<file path="config.mk">
export PLATFORM = sky130hd
export DESIGN_NAME = ecs_timing
export DESIGN_NICKNAME = d
export VERILOG_FILES = /design/src/core/ecs_pkg.sv /design/src/core/ecs_timing.sv
export SDC_FILE = /design/constraint.sdc
export NUM_CORES = 1
export LEC_CHECK = 0
export ABC_AREA = 1
export BUFFER_PORTS_ARGS = -buffer_cell sky130_fd_sc_hd__clkbuf_2
export CORE_ASPECT_RATIO = 0.75
export CORE_MARGIN = 1.5
export CORE_UTILIZATION = 50
export DETAILED_ROUTE_END_ITERATION = 8
export PLACE_DENSITY = 0.74
export SLEW_MARGIN = 20
export SYNTH_ARGS = -nofsm -noshare
export SYNTH_HDL_FRONTEND = slang
export SYNTH_SLANG_ARGS = --single-unit
</file>
<file path="constraint.sdc">
create_clock -name core_clk_i -period 2.14 [get_ports core_clk_i]
set_input_delay 0.321 -clock core_clk_i [delete_from_list [all_inputs] [get_ports core_clk_i]]
set_output_delay 0.321 -clock core_clk_i [all_outputs]
set_load 0.05 [all_outputs]
</file>
<file path="src/core/ecs_pkg.sv">
// package of cycle kinds, state costs and instruction classes for ecs timing
package ecs_pkg;

  // the six kinds of bus cycle an instruction is split into
  typedef enum logic [2:0] {
    ECS_K_FETCH  = 3'h0,
    ECS_K_BRADDR = 3'h1,
    ECS_K_STACK  = 3'h2,
    ECS_K_BYTE   = 3'h3,
    ECS_K_WORD   = 3'h4,
    ECS_K_INTOP  = 3'h5
  } ecs_kind_t;

  localparam int ECS_NUM_KINDS = 6;

  // per-cycle state costs
  localparam logic [1:0] ECS_S_FETCH = 2'h2;     // fetch from on-chip memory
  localparam logic [1:0] ECS_S_BRADDR = 2'h2;    // branch address from rom
  localparam logic [1:0] ECS_S_STACK = 2'h2;     // stack in on-chip ram
  localparam logic [1:0] ECS_S_MEM_DATA = 2'h2;  // data in on-chip ram
  localparam logic [1:0] ECS_S_PERI_FAST = 2'h2; // fast peripheral module
  localparam logic [1:0] ECS_S_PERI_SLOW = 2'h3; // slow peripheral module
  localparam logic [1:0] ECS_S_INTOP = 2'h1;     // internal operation

  // cycle counts per kind, one 2-bit field per kind index
  typedef logic [ECS_NUM_KINDS-1:0][1:0] ecs_cnt_t;

  // instruction classes the core hands over
  typedef enum logic [3:0] {
    ECS_I_ADD_B_IMM = 4'h0, // add byte immediate
    ECS_I_ADD_W_IMM = 4'h1, // add word immediate
    ECS_I_ADD_L_IMM = 4'h2, // add 32-bit immediate into extended reg
    ECS_I_ADD_L_REG = 4'h3, // add long register to register
    ECS_I_AND_L_REG = 4'h4, // and long register to register
    ECS_I_BAND_ABS8 = 4'h5, // bit and from memory, 8-bit absolute
    ECS_I_BCC_D8 = 4'h6,    // conditional branch, 8-bit displacement
    ECS_I_BCC_D16 = 4'h7,   // conditional branch, 16-bit displacement
    ECS_I_BSET_ABS8 = 4'h8, // bit set in memory, read-modify-write
    ECS_I_JSR_IND = 4'h9    // subroutine call through memory vector
  } ecs_instr_t;

  // sequencer states, gray along idle-run-done
  typedef enum logic [1:0] {
    ECS_ST_IDLE = 2'h0,
    ECS_ST_RUN = 2'h1,
    ECS_ST_DONE = 2'h3
  } ecs_state_t;

  localparam int ECS_TOT_W = 8;

endpackage : ecs_pkg

</file>
<file path="src/core/ecs_timing.sv">
// execution state timing sequencer for cpu instructions
//
// Function
// - six cycle kinds: fetch, branch read, stack, byte, word, internal
// - total states equal the sum of count times cost over six kinds
// - an instruction fetch from on-chip memory takes two states
// - byte access to on-chip ram takes two states
// - branch address read and stack operation take two states each
// - peripheral data access takes two or three states, by module
// - long immediate add into extended register: three fetches only
// - bit and at 8-bit absolute address is two fetches, one byte access
// - short branch: two fetches, no internal cycle, taken or not
`timescale 1ns/10ps
module ecs_timing
  import ecs_pkg::*;
(
  input wire logic core_clk_i,           // system clock, 100 MHz
  input wire logic reset_n_i,            // async reset, active low
  input wire logic start_i,              // one-cycle request from core
  input wire ecs_instr_t instr_i,        // instruction class
  input wire logic data_periph_i,        // data target is a peripheral
  input wire logic periph_slow_i,        // addressed peripheral needs 3 states
  output logic busy_o,                   // sequence in progress
  output logic cycle_start_o,            // first state of a bus cycle
  output ecs_kind_t cycle_kind_o,        // kind of the current cycle
  output logic done_o,                   // pulse after last state
  output logic [ECS_TOT_W-1:0] total_states_o, // computed total
  output logic [ECS_TOT_W-1:0] elapsed_o // states spent so far
);

  // cycle counts for each class
  function automatic ecs_cnt_t decode_counts(input ecs_instr_t ins);
    ecs_cnt_t c;
    c = '0;
    case (ins)
      ECS_I_ADD_B_IMM: c[ECS_K_FETCH] = 2'h1;
      ECS_I_ADD_W_IMM: c[ECS_K_FETCH] = 2'h2;
      ECS_I_ADD_L_IMM: c[ECS_K_FETCH] = 2'h3;
      ECS_I_ADD_L_REG: c[ECS_K_FETCH] = 2'h1;
      ECS_I_AND_L_REG: c[ECS_K_FETCH] = 2'h2;
      ECS_I_BAND_ABS8: begin
        c[ECS_K_FETCH] = 2'h2;
        c[ECS_K_BYTE] = 2'h1;
      end
      ECS_I_BCC_D8: c[ECS_K_FETCH] = 2'h2;
      ECS_I_BCC_D16: begin
        c[ECS_K_FETCH] = 2'h2;
        c[ECS_K_INTOP] = 2'h2;
      end
      ECS_I_BSET_ABS8: begin
        c[ECS_K_FETCH] = 2'h2;
        c[ECS_K_BYTE] = 2'h2;
      end
      ECS_I_JSR_IND: begin
        c[ECS_K_FETCH] = 2'h2;
        c[ECS_K_BRADDR] = 2'h1;
        c[ECS_K_STACK] = 2'h1;
      end
      default: c[ECS_K_FETCH] = 2'h1; // unknown class: one fetch
    endcase
    return c;
  endfunction : decode_counts

  // states per cycle of a kind
  function automatic logic [1:0] kind_cost(input logic [2:0] k,
                                           input logic periph,
                                           input logic slow);
    logic [1:0] s;
    s = ECS_S_INTOP;
    case (k)
      ECS_K_FETCH: s = ECS_S_FETCH;
      ECS_K_BRADDR: s = ECS_S_BRADDR;
      ECS_K_STACK: s = ECS_S_STACK;
      ECS_K_BYTE, ECS_K_WORD: begin
        if (periph) begin
          s = slow ? ECS_S_PERI_SLOW : ECS_S_PERI_FAST;
        end else begin
          s = ECS_S_MEM_DATA;
        end
      end
      ECS_K_INTOP: s = ECS_S_INTOP;
      default: s = ECS_S_INTOP;
    endcase
    return s;
  endfunction : kind_cost

  // sum of count times cost over all kinds
  function automatic logic [ECS_TOT_W-1:0] sum_states(input ecs_cnt_t c,
                                                      input logic periph,
                                                      input logic slow);
    logic [ECS_TOT_W-1:0] acc;
    acc = '0;
    for (int k = 0; k < ECS_NUM_KINDS; k++) begin
      acc = acc + ECS_TOT_W'(c[k]) *
            ECS_TOT_W'(kind_cost(3'(k), periph, slow));
    end
    return acc;
  endfunction : sum_states

  // first kind with cycles left, in fixed kind order; msb flags found
  function automatic logic [3:0] first_kind(input ecs_cnt_t c);
    logic [3:0] r;
    r = 4'h0;
    for (int k = ECS_NUM_KINDS - 1; k >= 0; k--) begin
      if (c[k] != 2'h0) begin
        r = {1'b1, 3'(k)};
      end
    end
    return r;
  endfunction : first_kind

  ecs_state_t state_ff;
  ecs_cnt_t cnt_ff;
  logic [1:0] left_ff;
  logic periph_ff;
  logic slow_ff;
  ecs_cnt_t req_cnt;
  logic [3:0] req_first;
  ecs_cnt_t nxt_cnt;
  logic [3:0] nxt_first;
  logic start_ok;

  // request-side decode and the counts after the current cycle ends
  always_comb begin
    req_cnt = decode_counts(instr_i);
    req_first = first_kind(req_cnt);
    start_ok = start_i && (state_ff == ECS_ST_IDLE);
    nxt_cnt = cnt_ff;
    nxt_cnt[cycle_kind_o] = cnt_ff[cycle_kind_o] - 2'h1;
    nxt_first = first_kind(nxt_cnt);
  end

  // requests while busy are dropped; the core waits for done_o
  always_ff @(posedge core_clk_i or negedge reset_n_i) begin
    if (!reset_n_i) begin
      state_ff <= ECS_ST_IDLE;
      busy_o <= 1'b0;
      done_o <= 1'b0;
    end else begin
      case (state_ff)
        ECS_ST_IDLE: begin
          done_o <= 1'b0;
          if (start_ok) begin
            state_ff <= ECS_ST_RUN;
            busy_o <= 1'b1;
          end
        end
        ECS_ST_RUN: begin
          if (left_ff <= 2'h1 && !nxt_first[3]) begin
            state_ff <= ECS_ST_DONE;
            done_o <= 1'b1;
          end
        end
        ECS_ST_DONE: begin
          state_ff <= ECS_ST_IDLE;
          busy_o <= 1'b0;
          done_o <= 1'b0;
        end
        default: begin
          state_ff <= ECS_ST_IDLE;
          busy_o <= 1'b0;
          done_o <= 1'b0;
        end
      endcase
    end
  end

  // access target latched so a mid-sequence change cannot stretch a cycle
  always_ff @(posedge core_clk_i or negedge reset_n_i) begin
    if (!reset_n_i) begin
      periph_ff <= 1'b0;
      slow_ff <= 1'b0;
      total_states_o <= '0;
    end else if (start_ok) begin
      periph_ff <= data_periph_i;
      slow_ff <= periph_slow_i;
      total_states_o <= sum_states(req_cnt, data_periph_i,
                                   periph_slow_i);
    end
  end

  // cycle stepping: one state per clock, next kind on cycle end
  always_ff @(posedge core_clk_i or negedge reset_n_i) begin
    if (!reset_n_i) begin
      cnt_ff <= '0;
      left_ff <= 2'h0;
      cycle_kind_o <= ECS_K_FETCH;
      cycle_start_o <= 1'b0;
    end else if (start_ok) begin
      cnt_ff <= req_cnt;
      cycle_kind_o <= ecs_kind_t'(req_first[2:0]);
      left_ff <= kind_cost(req_first[2:0], data_periph_i, periph_slow_i);
      cycle_start_o <= 1'b1;
    end else if (state_ff == ECS_ST_RUN) begin
      if (left_ff > 2'h1) begin
        left_ff <= left_ff - 2'h1;
        cycle_start_o <= 1'b0;
      end else begin
        cnt_ff <= nxt_cnt;
        cycle_start_o <= nxt_first[3];
        if (nxt_first[3]) begin
          cycle_kind_o <= ecs_kind_t'(nxt_first[2:0]);
          left_ff <= kind_cost(nxt_first[2:0], periph_ff, slow_ff);
        end
      end
    end else begin
      cycle_start_o <= 1'b0;
    end
  end

  // states spent, compared against the total at the end
  always_ff @(posedge core_clk_i or negedge reset_n_i) begin
    if (!reset_n_i) begin
      elapsed_o <= '0;
    end else if (start_ok) begin
      elapsed_o <= '0;
    end else if (state_ff == ECS_ST_RUN) begin
      elapsed_o <= elapsed_o + ECS_TOT_W'(1);
    end
  end
endmodule : ecs_timing

</file>
==> qor.yml, run 1 <==
run_status:
  failed_checks: "setup timing"
  outcome: "complete, but fails checks"
power_and_ir_drop:
  p_sw_mw: 3.016
  ir_drop_mv: 1.243
  power_leakage_nw: 1.739
  power_frac_clock_pct: 12.9
  swShare_pct: 51.92
  p_int_mw: 2.793
  comb_power_share_pct: 67.0
  seqPwrFrac_pct: 20.0
  cellPowerDensity_nw_per_um2: 1775
layout:
  nNetsFinal: 394
  multi_input_area_um2: 1439
  nFillCells: 332
  register_area_um2: 953.4
  fin_area_um2: 3272
  area_growth_pct: 35.99
  drive_gt1_share_pct: 36.90
  diodes: 0
yosys:
  synth_area_leaders: "dfrtp_1 (40%), nand2_1 (15%), inv_1 (7.0%)"
  ys_seq_area_share_pct: 39.52
  synth_warnings: 0
  synth_most_common_cell: "nand2_1"
  synth_top_flop_cell: "dfrtp_1"
  synth-edff-count: 0
  ys_ff_latch: 38
  async_reset_ff_share_pct: 100.0
  syn_area_per_cell_um2: 7.761
  synth_common_cells: "nand2_1 (93), inv_1 (45), dfrtp_1 (38)"
  yosysUniqueCellTypes: 33
  synthCells: 310
  synth_top_area_cell: "dfrtp_1"
  syn-cell-area_um2: 2406
  synth_top_area_share_pct: 39.52
worst_setup_path:
  regToRegStartpoint: "cycle_kind_o[0]"
  crit_path_max_fanout: 3
  crit_path_start_kind: "primary input"
  r2r_cells: 12
  criticalPathCategory: "in2reg"
  r2r_setup_slack_ns: -0.06
  required_ns: 2.39
  cp-end-kind: "flop"
  crit_start: "instr_i[3]"
  cp.arrival_ns: 2.74
  r2r-end: "left_ff[0]"
sta:
  hold_viol: 0
  whs_ns: 0.05114
  rsz0062_at_grt: "true"
  setup_viol: 6
  fin_crit_sh_pct: 116.7
  final_max_slew_viol_count: 0
  timing.fmax_mhz: 400.4
  fin_crit_ns: 2.498
  fin_worst_skew_ns: 0.004336
  setup_slack_ns: -0.3575
clock_network:
  clockBufferDepth: 2
  path_clk_slew_ns: 0.08
  numClockSinks: 38
  cts_max_level: 2
  cts_tree: "yes"
  clk_latency_ns: 0.30
  numCtsBuffers: 5
  hold_buffers: 0
  clock-root-buffer: "clkbuf_8"
floorplanning:
  ios: 31
  die_width_um: 83.10
  core_area_um2: 4546
  dieArea_um2: 5242
  rows: 21
  start_util_pct: 52.93
  die_y_um: 63.08
routing:
  wl_met2_mm: 2.726
  highest_layer: "met4"
  drt-met1-wl_mm: 2.941
  drtPass1Iterations: 5
  wl_per_cell_um: 14.42
  ant_nets: 0
  route.met3.wl_um: 448
  wl_mm: 6.213
  first_iter_violations: 191
  avgViaCountPerCell: 5.313
  vias: 2290
  drc: 0
placed_design:
  place_hpwl_mm: 4.181
  place_area_um2: 2869
  port-buffer-count: 28
  gp_congestion: 0.9143
global_routing:
  grt_usage_pct: 24.27
  grt_max_degree: 39
  grt_pass1_vias: 2146
  grt_overflow: 0
  grt_pass1_wl_mm: 10.10
  antenna_found_initial: 0
flow_run:
  max_cap_viol_count: 0
worst_hold_path:
  min_path_type: "in2async"
placed cells by master (no fill, tap or decap), types with 4 or more instances in the layout:
cell	instances
nor2_4	7
clkbuf_8	5
nor2_1	11
clkbuf_2	25
nand3_1	14
inv_1	40
inv_2	6
nand2_2	13
nor2_2	4
nand2_4	7
o221ai_1	7
nand4_1	7
nand2_1	82
ha_1	4
o21ai_0	11
buf_4	33
o22ai_1	5
dfrtp_1	36
a21oi_1	6
nand3_4	4
nand3_2	6
power groups by stage:
stage	Clock [mW]	Sequential, mW	Combinational [mW]
2_1_floorplan	0	1.50	2.02
4_1_cts	0.757	1.14	3.32
3_3_place_gp	0	1.14	3.22
5_1_grt	0.784	1.19	4.22
3_5_place_dp	0	1.15	3.28
6_report	0.752	1.16	3.89
flip-flops by register name, summed over array words and instances, names as in the netlist:
name / flops
done_o: 1
busy_o: 1
periph_ff: 1
total_states_o: 6
state_ff: 2
cycle_kind_o: 3
elapsed_o: 8
left_ff: 2
slow_ff: 1
cnt_ff: 12
cycle_start_o: 1
worst max path at each step:
stage / to / depth (start not counted)
6_report: total_states_o[4] / 14
5_1_grt: total_states_o[4] / 13
4_1_cts: total_states_o[4] / 14
3_5_place_dp: total_states_o[4] / 14
3_3_place_gp: total_states_o[4] / 14
2_1_floorplan: total_states_o[4] / 13
layout make-up:
cell class	instances	share of cell area (%)
sequential	38	29.14
clock inverter	3	2.103
inverter	50	6.463
timing repair buffer	63	14.03
clock buffer	5	2.103
tap	57	2.180
multi-input combinational	215	43.98
through the flow:
stage | power (mW) | cells | setup TNS, ns | util, % | setup slack [ns]
after floorplan | 3.522 | 311 | -1.218 | - | -0.4295
after global placement | 4.359 | 413 | -2.397 | 63.12 | -0.7215
after detailed placement | 4.435 | 413 | -2.486 | 63.12 | -0.7402
after CTS | 5.218 | 423 | -0.9076 | 66.94 | -0.3524
after global routing | 6.195 | 431 | -1.591 | 71.98 | -0.4328
final | 5.809 | 431 | -0.9632 | 71.98 | -0.3575
repair_timing:
item | CTS | global route
setup buffers | 2 | 7
cloned | 0 | 1
endpoints found under the hold margin | 0 | 0
endpoints found under the setup margin | 5 | 12
pin swaps | 3 | 19
resized for setup | 5 | 39
worst max-delay path, stage by stage:
cell and delay (ns):
clkbuf_16 0.14, inv_16 0.06, nand2_8 0.05, a21boi_4 0.16, ha_2 0.19, fa_1 0.59
inv_2 0.05, fa_1 0.49, inv_2 0.04, ha_4 0.15, ha_4 0.16, ha_4 0.26
nand2_2 0.04, nand2_1 0.05
metal layers:
layer	global-route usage (%)	up-vias
met4	7.917	0
met2	37.50	92
met5	0	-
met3	4.063	11
li1	-	1121
met1	34.97	1066
kinds of logic (layout without fill, tap and decap cells):
logic type | count (synthesis) | count (layout) | synth area share (%)
DFF | 38 | 38 | 39.52
and+or+nand+nor | 161 | 161 | 32.40
buffers and inverters | 58 | 121 | 9.880
other | 1 | 2 | 0.1559
AOI/OAI and AO/OA | 40 | 40 | 10.87
adders and majority gates | 12 | 12 | 7.176
Note: power is estimated with default switching activity, not from simulation.
==> run 2: changes to the inputs <==
RECOVER_POWER = 100   (was default)
SETUP_SLACK_MARGIN = 0.2   (was default)
clock period = 3 ns   (was 2.14 ns; I/O delays follow)
==> run 2 against run 1 <==
The flow finishes with violations (capacitance limit, slew limit). Setup slack better by 0.55 ns. Design area is 14% lower. Global-route usage down 2.0 points. Highest routed layer unchanged.
==> qor.yml, run 2 (synthesis gave the netlist of run 1 again) <==
placed_design:
  place_hpwl_mm: 3.987  # -4.7%
  dpl.cell_count: 393  # -4.8%
  gp_congestion: 0.8649  # -5.4%
  port-buffer-count: 28  # unchanged
  place_area_um2: 2628  # -8.4%
  place_ws_ns: -0.08639  # +0.6538 ns
sta:
  slew_headroom_pct: -36.54
  setup_viol: 0  # -6
  tightest_slew_ns: 2.048
  fin_crit_sh_pct: 93.53
  whs_ns: 0.3810  # +0.3298 ns
  fin_crit_ns: 2.806
  setup_slack_ns: 0.1940  # +0.5515 ns
  final_max_slew_viol_count: 39  # +39
  fin_worst_skew_ns: 0.008990  # +0.004654 ns
  timing.fmax_mhz: 356.4
  fin_tns_setup_ns: 0  # +0.9632 ns
  rsz0062_at_grt: "false"
  hold_viol: 0  # unchanged
power_and_ir_drop:
  cellPowerDensity_nw_per_um2: 1231  # -31%
  p_int_mw: 1.624  # -42%
  power_leakage_nw: 1.481  # -15%
  ir_drop_mv: 0.7642  # -39%
  p_sw_mw: 1.830  # -39%
  seqPwrFrac_pct: 24.2  # +4.2 points
  power_frac_clock_pct: 15.7  # +2.8 points
  swShare_pct: 52.99  # +1.1 points
  comb_power_share_pct: 60.1  # -6.9 points
global_routing:
  grt_usage_pct: 22.31  # -2.0 points
  grt_overflow: 0  # unchanged
  grt_max_degree: 39  # unchanged
  antenna_found_initial: 0  # unchanged
  grt_pass1_wl_mm: 9.390  # -7.0%
  grt_pass1_vias: 2046  # -4.7%
flow_run:
  max_cap_viol_count: 1  # +1
floorplanning:
  dieArea_um2: 5242  # unchanged
  core_area_um2: 4546  # unchanged
  die_width_um: 83.10  # unchanged
  start_util_pct: 52.93  # unchanged
  ios: 31  # unchanged
  die_y_um: 63.08  # unchanged
  rows: 21  # unchanged
clock_network:
  cts_tree: "yes"
  hold_buffers: 0  # unchanged
  clk_latency_ns: 0.29  # about the same
  clockBufferDepth: 2  # unchanged
  numClockSinks: 38  # unchanged
  clock-root-buffer: "clkbuf_8"
  numCtsBuffers: 5  # unchanged
  cts_max_level: 2  # unchanged
  path_clk_slew_ns: 0.07  # about the same
layout:
  drive_gt1_share_pct: 17.63  # -19 points
  largest_reg_flops: 12  # unchanged
  diodes: 0  # unchanged
  regMostFlops: "cnt_ff"
  mostFrequentLayoutCells: "nand2_1 (92), inv_1 (44), dfrtp_1 (38)"
  area_growth_pct: 16.59
  fin_area_um2: 2805  # -14%
  final_common_cell: "nand2_1"
  nNetsFinal: 366  # -7.1%
  reg.largest.list: "cnt_ff x12, elapsed_o x8, total_states_o x6"
  final_cells: 403  # -6.5%
run_status:
  outcome: "complete, but fails checks"
  failed_checks: "capacitance limit, slew limit"
routing:
  wl_per_cell_um: 13.74  # -4.7%
  drc: 0  # unchanged
  wl_mm: 5.537  # -11%
  vias: 2122  # -7.3%
  avgViaCountPerCell: 5.266  # -0.90%
  first_iter_violations: 138  # -28%
  ant_nets: 0  # unchanged
  drtPass1Iterations: 4  # -1
worst_setup_path:
  cp-end-kind: "flop"
  crit_path_start_kind: "primary input"
  cp.arrival_ns: 2.98  # +0.24 ns
  crit_path_max_fanout: 3  # unchanged
  required_ns: 3.18  # +0.79 ns
  criticalPathCategory: "in2reg"
worst_hold_path:
  min_path_type: "in2reg"
## run 2: changes by cell type in the layout (fill, tap and decap cells not counted), moves of 3 or more
cell,change
nand3_4,-4
clkbuf_2,-20
nand2_1,+10
nand2_4,-3
nor2_1,+3
clkbuf_1,+23
nand2_2,-5
nand3_2,+3
ha_1,+4
inv_1,+4
buf_4,-27
## run 2: metrics by stage
stage | util, % | power (mW)
finish | 61.71 | 3.454
global route | 61.71 | 3.701
CTS | 60.94 | 3.499
detailed placement | 57.80 | 2.927
global placement | 57.80 | 2.878
floorplan | - | 2.505
## run 2: critical path, stage by stage
cell,delay (ns)
clkbuf_2,0.10
inv_1,0.14
nand2_4,0.08
a21boi_4,0.24
o31ai_4,0.12
fa_1,0.52
inv_1,0.06
fa_1,0.48
inv_1,0.04
ha_1,0.19
ha_1,0.18
ha_1,0.27
nand2_1,0.06
nand2_1,0.06
## run 2: power by group through the flow
stage               logic, mW  registers, mW  clock network [mW]
floorplan                1.44           1.07                   0
global placement         2.04          0.836                   0
detailed placement       2.08          0.844                   0
CTS                      2.11          0.835               0.555
global route             2.27          0.859               0.570
finish                   2.08          0.835               0.543
## run 2: final cells by class
type,instances,area [µm²]
Multi-Input combinational cell,215,1286
Timing Repair Buffer,35,163.9
Clock inverter,2,60.06
Tap cell,57,71.32
Inverter,50,190.2
Clock buffer,6,82.58
Fill cell,432,1740
Sequential cell,38,950.9
## run 2: per-layer routing
metal  GRT usage (%)  part of all wire, %
met1           32.18                   49
met2           35.37                   44
met3           3.670                  5.6
met4           5.417                 0.72
met5               0                    0
## run 2: worst paths after layout
check,start,endpoint,slack [ns],cells after the start
max reg2reg,cycle_kind_o[0],left_ff[0],0.47,15
max in group asynchronous,reset_n_i,cnt_ff[4],1.08,1
max,instr_i[0],total_states_o[4],0.19,14
min in group asynchronous,reset_n_i,cnt_ff[3],0.73,1
min,data_periph_i,periph_ff,0.38,3
min reg2reg,total_states_o[1],total_states_o[1],0.48,2
## run 2: timing repair
action / 4_1_cts / 5_1_grt
gates resized for setup: 0 / 17
hold endpoints to repair: 0 / 0
endpoints found under the setup margin: 0 / 2
setup buffers: 0 / 2
